**src/design/cec_pkg.sv**
```systemverilog
// Package: constants, register map and state records for the counter unit
`default_nettype none
package cec_pkg;
  // Clock rates, the main clock stands in for fc
  localparam int unsigned FC_HZ      = 10_000_000;
  localparam int unsigned FS_HZ      = 32_768;
  localparam int unsigned FS_DIV     = FC_HZ / FS_HZ;
  localparam int unsigned FS_DIV_W   = 9;
  localparam int unsigned PRE_W      = 11;
  // Prescaler tap exponents
  localparam int unsigned SH_FC2     = 1;
  localparam int unsigned SH_FC8     = 3;
  localparam int unsigned SH_FC32    = 5;
  localparam int unsigned SH_FC128   = 7;
  localparam int unsigned SH_FC2K    = 11;
  localparam int unsigned SH_FS8     = 3;
  // Enable vector indices
  localparam int unsigned EN_FC2     = 0;
  localparam int unsigned EN_FC8     = 1;
  localparam int unsigned EN_FC32    = 2;
  localparam int unsigned EN_FC128   = 3;
  localparam int unsigned EN_FC2K    = 4;
  localparam int unsigned EN_FS      = 5;
  localparam int unsigned EN_FS8     = 6;
  localparam int unsigned EN_N       = 7;
  // Register byte offsets
  localparam logic [7:0] OFS_CTRL    = 8'h00;
  localparam logic [7:0] OFS_PER_LO  = 8'h04;
  localparam logic [7:0] OFS_PER_HI  = 8'h08;
  localparam logic [7:0] OFS_DUTY_LO = 8'h0c;
  localparam logic [7:0] OFS_DUTY_HI = 8'h10;
  localparam logic [7:0] OFS_STATUS  = 8'h14;
  // Control and status field positions
  localparam int unsigned CTL_RUN    = 0;
  localparam int unsigned CTL_PWM    = 1;
  localparam int unsigned CTL_CLK_LO = 2;
  localparam int unsigned CTL_TAP    = 5;
  localparam int unsigned CTL_SLOW   = 6;
  localparam int unsigned CTL_INIT   = 7;
  localparam int unsigned STA_FF     = 16;
  // Source clock select codes
  localparam logic [2:0] SRC_SLOWTAP = 3'h0;
  localparam logic [2:0] SRC_FC128   = 3'h1;
  localparam logic [2:0] SRC_FC32    = 3'h2;
  localparam logic [2:0] SRC_FC8     = 3'h3;
  localparam logic [2:0] SRC_FS      = 3'h4;
  localparam logic [2:0] SRC_FC2     = 3'h5;
  localparam logic [2:0] SRC_FC      = 3'h6;
  localparam logic [2:0] SRC_PIN     = 3'h7;
  // Reset values and counter maximum
  localparam logic [7:0]  CTRL_RST   = 8'h00;
  localparam logic [15:0] CMP_RST    = 16'h0000;
  localparam logic [15:0] CNT_MAX    = 16'hffff;

  typedef struct packed {
    logic [PRE_W-1:0]    div;
    logic [FS_DIV_W-1:0] fs_cnt;
    logic [SH_FS8-1:0]   fs8_cnt;
    logic [EN_N-1:0]     en;
  } cec_pre_s;

  typedef struct packed {
    logic        run;
    logic        pwm_mode;
    logic [2:0]  clk_sel;
    logic        tap_sel;
    logic        low_speed;
    logic        ff_init;
  } cec_ctrl_s;

  typedef struct packed {
    cec_ctrl_s   ctrl;
    logic [7:0]  per_lo;
    logic [7:0]  per_hi;
    logic [15:0] duty_buf;
    logic [15:0] duty_act;
    logic [15:0] cnt;
    logic        ff;
    logic        out;
    logic        irq;
    logic        ack;
    logic [31:0] rdata;
    logic [2:0]  sync;
    logic        pin_lvl;
  } cec_state_s;
endpackage
`default_nettype wire

```
**src/design/cec_prescaler.sv**
```systemverilog
// Prescaler: one-cycle enables for every source clock tap
`default_nettype none
module cec_prescaler #(
  parameter int unsigned FS_DIV = cec_pkg::FS_DIV
) (
  input  wire logic                      clk_i,
  input  wire logic                      rst_i,
  output logic [cec_pkg::EN_N-1:0]       en_o
);
  cec_pkg::cec_pre_s s_q;
  cec_pkg::cec_pre_s s_d;
  logic              fs_hit;

  always_comb begin
    s_d = s_q;
    s_d.div = s_q.div + 1'b1;
    // Tap fires when its low bits are all ones
    s_d.en[cec_pkg::EN_FC2] = &s_q.div[cec_pkg::SH_FC2-1:0];
    s_d.en[cec_pkg::EN_FC8] = &s_q.div[cec_pkg::SH_FC8-1:0];
    s_d.en[cec_pkg::EN_FC32] = &s_q.div[cec_pkg::SH_FC32-1:0];
    s_d.en[cec_pkg::EN_FC128] = &s_q.div[cec_pkg::SH_FC128-1:0];
    s_d.en[cec_pkg::EN_FC2K] = &s_q.div[cec_pkg::SH_FC2K-1:0];
    // Subclock fs is emulated from the main clock
    fs_hit = (s_q.fs_cnt == cec_pkg::FS_DIV_W'(FS_DIV - 1));
    s_d.fs_cnt = fs_hit ? '0 : s_q.fs_cnt + 1'b1;
    s_d.en[cec_pkg::EN_FS] = fs_hit;
    s_d.fs8_cnt = fs_hit ? s_q.fs8_cnt + 1'b1 : s_q.fs8_cnt;
    s_d.en[cec_pkg::EN_FS8] = fs_hit & (&s_q.fs8_cnt);
  end

  always_ff @(posedge clk_i) begin
    if (rst_i) begin
      s_q <= '0;
    end else begin
      s_q <= s_d;
    end
  end

  assign en_o = s_q.en;
endmodule
`default_nettype wire

```
**src/design/cec_counter16.sv**
```systemverilog
// Cascaded 16-bit event counter and PWM generator with Wishbone registers
// Summary of operation
// - Both bytes form one 16-bit counter
// - Event mode counts input falling edges
// - Counting starts only when run bit set
// - Event match raises request, clears counter
// - After clear, counting resumes on next edge
// - Period compare is unbuffered, used at once
// - PWM counts prescaler tap or input pin
// - Duty match toggles flop, counting continues
// - Overflow toggles flop, clears, raises request
// - Flop loads initial bit, resets to zero
// - Output pin is inverse of flop
// - Duty double-buffered: request or stopped transfer
// - Duty read returns the active stage
// - Stop holds output; initial bit after stop
// - fc taps gated by speed mode; fs and pin not
`default_nettype none
module cec_counter16 #(
  parameter int unsigned FS_DIV = cec_pkg::FS_DIV
) (
  input  wire logic        clk_i,
  input  wire logic        rst_i,
  input  wire logic        wb_cyc_i,
  input  wire logic        wb_stb_i,
  input  wire logic        wb_we_i,
  input  wire logic [7:0]  wb_adr_i,
  input  wire logic [3:0]  wb_sel_i,
  input  wire logic [31:0] wb_dat_i,
  output logic [31:0]      wb_dat_o,
  output logic             wb_ack_o,
  input  wire logic        event_input_pin_i,
  output logic             pwm_out_pin_o,
  output logic             upper_timer_irq_o
);
  cec_pkg::cec_state_s      s_q;
  cec_pkg::cec_state_s      s_d;
  logic [cec_pkg::EN_N-1:0] en;
  logic                     req;
  logic                     wr;
  logic                     wr_b0;
  logic                     fall;
  logic                     src_tick;
  logic                     tick;
  logic [8:0]               lo_sum;
  logic [15:0]              cnt_inc;
  logic [15:0]              period;

  cec_prescaler #(
    .FS_DIV (FS_DIV)
  ) u_pre (
    .clk_i (clk_i),
    .rst_i (rst_i),
    .en_o  (en)
  );

  assign req    = wb_cyc_i & wb_stb_i & ~s_q.ack;
  assign wr     = req & wb_we_i;
  assign wr_b0  = wr & wb_sel_i[0];
  assign period = {s_q.per_hi, s_q.per_lo};
  // Three stages: a metastable first stage is never trusted
  // Input level accepted only once stages two and three agree
  assign fall = (s_q.sync[1] == s_q.sync[2]) & ~s_q.sync[2] & s_q.pin_lvl;

  always_comb begin
    src_tick = 1'b0;
    unique case (s_q.ctrl.clk_sel)
      cec_pkg::SRC_SLOWTAP: begin
        src_tick = (s_q.ctrl.tap_sel | s_q.ctrl.low_speed)
                   ? en[cec_pkg::EN_FS8] : en[cec_pkg::EN_FC2K];
      end
      cec_pkg::SRC_FS:   src_tick = en[cec_pkg::EN_FS];
      cec_pkg::SRC_PIN:  src_tick = fall;
      cec_pkg::SRC_FC128: begin
        src_tick = ~s_q.ctrl.low_speed & en[cec_pkg::EN_FC128];
      end
      cec_pkg::SRC_FC32: begin
        src_tick = ~s_q.ctrl.low_speed & en[cec_pkg::EN_FC32];
      end
      cec_pkg::SRC_FC8: begin
        src_tick = ~s_q.ctrl.low_speed & en[cec_pkg::EN_FC8];
      end
      cec_pkg::SRC_FC2: begin
        src_tick = ~s_q.ctrl.low_speed & en[cec_pkg::EN_FC2];
      end
      cec_pkg::SRC_FC:   src_tick = ~s_q.ctrl.low_speed;
    endcase
  end

  assign tick = s_q.ctrl.run & (s_q.ctrl.pwm_mode ? src_tick : fall);

  assign lo_sum  = {1'b0, s_q.cnt[7:0]} + 9'h001;
  assign cnt_inc = {s_q.cnt[15:8] + {7'h00, lo_sum[8]}, lo_sum[7:0]};

  always_comb begin
    s_d       = s_q;
    s_d.irq   = 1'b0;
    s_d.ack   = req;
    s_d.sync  = {s_q.sync[1:0], event_input_pin_i};
    if (s_q.sync[1] == s_q.sync[2]) begin
      s_d.pin_lvl = s_q.sync[2];
    end
    // Register writes land on the acknowledging edge
    if (wr_b0) begin
      unique case (wb_adr_i)
        cec_pkg::OFS_CTRL: begin
          // Fields by bit position, not by record order
          s_d.ctrl.run       = wb_dat_i[cec_pkg::CTL_RUN];
          s_d.ctrl.pwm_mode  = wb_dat_i[cec_pkg::CTL_PWM];
          s_d.ctrl.clk_sel   = wb_dat_i[cec_pkg::CTL_CLK_LO +: 3];
          s_d.ctrl.tap_sel   = wb_dat_i[cec_pkg::CTL_TAP];
          s_d.ctrl.low_speed = wb_dat_i[cec_pkg::CTL_SLOW];
          s_d.ctrl.ff_init   = wb_dat_i[cec_pkg::CTL_INIT];
          if (!s_q.ctrl.run) begin
            s_d.ff = wb_dat_i[cec_pkg::CTL_INIT];
          end
        end
        cec_pkg::OFS_PER_LO:  s_d.per_lo = wb_dat_i[7:0];
        cec_pkg::OFS_PER_HI:  s_d.per_hi = wb_dat_i[7:0];
        cec_pkg::OFS_DUTY_LO: s_d.duty_buf[7:0] = wb_dat_i[7:0];
        cec_pkg::OFS_DUTY_HI: s_d.duty_buf[15:8] = wb_dat_i[7:0];
        default: begin
        end
      endcase
    end
    if (req && !wb_we_i) begin
      unique case (wb_adr_i)
        cec_pkg::OFS_CTRL: begin
          s_d.rdata = 32'h00000000;
          s_d.rdata[cec_pkg::CTL_RUN] = s_q.ctrl.run;
          s_d.rdata[cec_pkg::CTL_PWM] = s_q.ctrl.pwm_mode;
          s_d.rdata[cec_pkg::CTL_CLK_LO +: 3] = s_q.ctrl.clk_sel;
          s_d.rdata[cec_pkg::CTL_TAP] = s_q.ctrl.tap_sel;
          s_d.rdata[cec_pkg::CTL_SLOW] = s_q.ctrl.low_speed;
          s_d.rdata[cec_pkg::CTL_INIT] = s_q.ctrl.ff_init;
        end
        cec_pkg::OFS_PER_LO:  s_d.rdata = {24'h000000, s_q.per_lo};
        cec_pkg::OFS_PER_HI:  s_d.rdata = {24'h000000, s_q.per_hi};
        cec_pkg::OFS_DUTY_LO: s_d.rdata = {24'h000000, s_q.duty_act[7:0]};
        cec_pkg::OFS_DUTY_HI: s_d.rdata = {24'h000000, s_q.duty_act[15:8]};
        cec_pkg::OFS_STATUS:  s_d.rdata = {15'h0000, s_q.ff, s_q.cnt};
        default:              s_d.rdata = 32'h00000000;
      endcase
    end
    if (!s_q.ctrl.run) begin
      s_d.cnt = 16'h0000;
      s_d.duty_act = s_q.duty_buf;
    end else if (tick) begin
      if (s_q.ctrl.pwm_mode) begin
        if (s_q.cnt == cec_pkg::CNT_MAX) begin
          s_d.cnt      = 16'h0000;
          s_d.ff       = ~s_q.ff;
          s_d.irq      = 1'b1;
          // A duty write in this cycle moves the old bytes
          // running: transfer at the request
          s_d.duty_act = s_q.duty_buf;
        end else begin
          s_d.cnt = cnt_inc;
          if (cnt_inc == s_q.duty_act) begin
            s_d.ff = ~s_q.ff;
          end
        end
      end else begin
        if (cnt_inc == period) begin
          s_d.cnt = 16'h0000;
          s_d.irq = 1'b1;
        end else begin
          s_d.cnt = cnt_inc;
        end
      end
    end
    s_d.out = ~s_d.ff;
  end

  always_ff @(posedge clk_i) begin
    if (rst_i) begin
      s_q          <= '0;
      s_q.ctrl     <= cec_pkg::CTRL_RST;
      s_q.duty_buf <= cec_pkg::CMP_RST;
      s_q.duty_act <= cec_pkg::CMP_RST;
      s_q.out      <= 1'b1;
      s_q.sync     <= 3'h7;
      s_q.pin_lvl  <= 1'b1;
    end else begin
      s_q <= s_d;
    end
  end

  assign wb_dat_o          = s_q.rdata;
  assign wb_ack_o          = s_q.ack;
  assign pwm_out_pin_o     = s_q.out;
  assign upper_timer_irq_o = s_q.irq;
endmodule
`default_nettype wire

```
**config.mk**
```make
export PLATFORM = sky130hd
export DESIGN_NAME = cec_counter16
export DESIGN_NICKNAME = d
export VERILOG_FILES = /design/src/design/cec_pkg.sv /design/src/design/cec_prescaler.sv /design/src/design/cec_counter16.sv
export SDC_FILE = /design/constraint.sdc
export NUM_CORES = 1
export LEC_CHECK = 0
export ABC_AREA = 1
export CAP_MARGIN = 20
export CORE_AREA = 2 2 139 141
export CTS_BUF_LIST = sky130_fd_sc_hd__clkbuf_16
export DETAILED_ROUTE_END_ITERATION = 8
export DIE_AREA = 0 0 141 143
export DONT_BUFFER_PORTS = 1
export GPL_TIMING_DRIVEN = 0
export SLEW_MARGIN = 10
export SYNTH_ARGS = -nofsm -noshare
export SYNTH_HDL_FRONTEND = slang
export SYNTH_SLANG_ARGS = --single-unit
```
**constraint.sdc**
```tcl
create_clock -name clk_i -period 2.6 [get_ports clk_i]
set_input_delay 0 -clock clk_i [delete_from_list [all_inputs] [get_ports clk_i]]
set_output_delay 0 -clock clk_i [all_outputs]
set_load 0.02 [all_outputs]
```
==> key figures <==
Synth
  • Post-synth EDFFs: 0
  • Top area cells in the synthesized netlist: dfxtp_1, nand2_1, inv_1
  • Synth top cells by count: nand2_1, dfxtp_1, inv_1
  • Synth cell types: 45
  • Post-Syn Area: 6430 µm²
  • Synth area leader: dfxtp_1
  • Leading cell type by number of instances after synthesis: nand2_1
  • Share of the synthesized area in the top cell type: 39.5%
  • Syn Area/Cell: 7.34 µm²
  • Seq cells post-synth: 127
  • Sequential area share after synthesis: 39.5%
  • Warnings, synthesis: 0
  • Primary FF master, synth: dfxtp_1
  • Syn Inst Count: 876
  • Async set or reset register ratio after synthesis: 0%

Clock network
  • CTS tree: built
  • H-tree levels: 4
  • Clk Latency, worst-skew pair: 0.42 ns
  • Root buf cell: clkbuf_16
  • Maximum root-to-sink buffer count: 2
  • Cts bufs inserted: 17
  • CTS clock-pin slew for the worst setup and hold paths: 0.06 ns
  • CTS Sinks: 127

STA
  • Final setup fails: 10
  • Final WS setup: -0.0252 ns
  • Post-Route Skew: 0.00969 ns
  • Slew Viols, Final: 0
  • Slew HR: 49.2%
  • Final Hold Viols: 0
  • Final min period: 2.63 ns
  • Final Cycle Share: 101%
  • F_max: 381 MHz
  • RSZ-0062 raised after global routing: yes
  • Actual slew at the worst max-slew pin: 0.763 ns

Placed design
  • Buffers on Ports: 0
  • Detail Placement HPWL: 14.3 mm
  • Dpl cell area: 6780 µm²
  • GP Congestion: 0.961
  • Placed cells: 1,124

Power
  • Tot Pwr: 0.00455 W
  • Cell Pwr Density: 591 nW/µm²
  • Peak VDD IR: 0.000438 V
  • Leakage: 3.04 nW

Global route
  • Congestion Overflow GR: 0
  • Vias in the first global route: 5,487
  • Largest net degree at the start of global routing: 17
  • Initial antenna violation count: 0
  • Tot GR Track Use: 19.2%
  • Global-route wire length before repair: 29.7 mm

Min path
  • Hold depth: 2
  • Min-Delay Endpoint: s_d[2]
  • HP Class: input port to flip-flop
  • Hold Startpoint: rst_i

Critical path
  • Worst setup SP type: flip-flop
  • CP endpoint kind: flip-flop
  • Buf/Inv on CP: 2
  • Maximum net fanout on the critical path: 10
  • Largest delay share family, worst path: simple AND/OR/NAND/NOR gates
  • Path depth of the worst reg2reg path: 19
  • Critical path class: flip-flop to flip-flop
  • CP arrival: 2.91 ns
  • Worst EP required: 2.88 ns
  • Critical path's largest stage delay: 0.37 ns
  • R2r startpoint: s_q[41]
  • R2R Setup Slk: -0.03 ns
  • Critical path's slowest cell: dfxtp_4
  • Critical-path cell list: ha_4 > nand2_4 > nor2_4 > nand2_4 > nor2_4 > ha_4 > ha_4 > buf_6 > nand4_1 > nand3_1 > nand2_1 > nor2_1 > nand2_2 > nor2_4 > nand3_4 > nand2_4 > inv_8 > nand2_2 > a21oi_2
  • R2r endpoint: s_q[45]

Cells and area
  • Final Instance Count excl. Fillers: 1,178
  • Diode count: 0
  • Fill count: 1,926
  • Area Growth Syn to Fin: 19.6%
  • Nets@finish: 992
  • Layout cells sized above 1: 19.7%
  • Post-route cell area: 7690 µm²

Status
  • Violated checks: setup timing
  • Status: finished, violations left

Drt
  • Via count: 5,843
  • Initial DRC Count: 463
  • DRC Markers: 0
  • Drt total wl: 18.9 mm
  • Drt pass-1 iters: 7
  • Avg WL per Cell: 16.1 µm
  • Antenna-violating nets left: 0
  • Via density: 4.96

Floorplan
  • Full die area: 20,200 µm²
  • Die Ht: 143 µm
  • FP Rows: 50
  • # IOs: 85
  • Core area: 18,600 µm²
  • Die width: 141 µm
  • Initial Util: 34.6%

Job
  • Max cap viols: 0
==> where the power goes <==
group	internal [W]	switching, W	leakage (nW)
registers	0.00196	0.0000117	1.03
logic	0.0000609	0.000113	1.72
clock network	0.00137	0.00103	0.286
==> what timing repair did <==
item	in CTS	in global routing
gates resized for setup	22	12
pin swaps	14	6
endpoints found under the hold margin	44	4
hold buffers	11	1
setup buffers	9	1
endpoints found under the setup margin	19	27
gates cloned	0	0
==> worst max path at each step <==
stage / slack, ns / from / end / cells after the start
after global placement: -0.71 / s_q[41] / s_q[45] / 19
final: -0.03 / s_q[41] / s_q[45] / 19
after floorplan: 0.03 / s_q[41] / s_q[47] / 19
after detailed placement: -0.73 / s_q[41] / s_q[45] / 19
after global routing: -0.14 / s_q[41] / s_q[51] / 19
after CTS: -0.02 / s_q[41] / s_q[51] / 19
==> cells in the final DEF (no fill, tap or decap), drive strengths merged, types with 2 or more instances in the layout <==
master,count
nor2,90
a22o,2
dfxtp,127
nor4,3
inv,114
clkinv,6
o31ai,8
ha,11
a21oi,83
nand4,19
or2,6
o22ai,18
dlygate4sd3,12
clkinvlp,2
xor2,8
clkbuf,31
a211oi,16
conb,15
buf,54
xnor2,4
o21ai,68
nand3,49
nand2,181
nor3,10
o21bai,2
==> registers in the layout (all words and copies together), names as in the netlist <==
signal	flops
s_d	2
u_pre.s_q	22
u_pre.en_o	7
wb_dat_o	17
period	16
s_q	59
upper_timer_irq_o	1
wb_ack_o	1
pwm_out_pin_o	1
u_pre.s_d	1
==> cells by family (layout without fill, tap and decap cells) <==
kind of cell	after synthesis	in the layout	synth area share, %
other	1	15	0.0583
flip-flops	127	127	39.5
adder cells (fa/ha/maj)	11	11	2.14
XOR/XNOR	12	12	1.63
AO/OA/AOI/OAI	199	199	17.7
AND/OR/NAND/NOR	360	360	26.7
buffers and inverters	166	220	12.3
==> layer usage <==
metal | GRT usage, % | share of wire (%) | up-vias
met1 | 24.9 | 46 | 2681
met3 | 3.86 | 4.9 | 27
met5 | 0 | 0 | -
met2 | 32.3 | 47 | 174
met4 | 6.05 | 2.5 | 0
li1 | - | - | 2961
==> layout make-up <==
cell class / count / area (µm²) / area share (%)
Multi-Input combinational cell: 597 / 3260 / 42.4
Sequential cell: 127 / 2550 / 33.2
Clock buffer: 17 / 425 / 5.53
Inverter: 108 / 414 / 5.38
Buffer: 58 / 377 / 4.90
Tap cell: 234 / 293 / 3.81
Timing Repair Buffer: 22 / 199 / 2.59
Clock inverter: 15 / 168 / 2.18
==> metrics by stage <==
step | worst slack (ns) | hold WS (ns) | utilization, % | setup TNS (ns)
floorplan | 0.0288 | 0.104 | - | 0
global placement | -0.713 | 0.107 | 36.5 | -11.96
detailed placement | -0.730 | 0.106 | 36.5 | -12.44
CTS | -0.0223 | 0.0132 | 41.1 | -0.133
global route | -0.138 | 0.187 | 41.4 | -1.60
finish | -0.0252 | 0.176 | 41.4 | -0.127
Note: power is estimated with default switching activity, not from simulation.
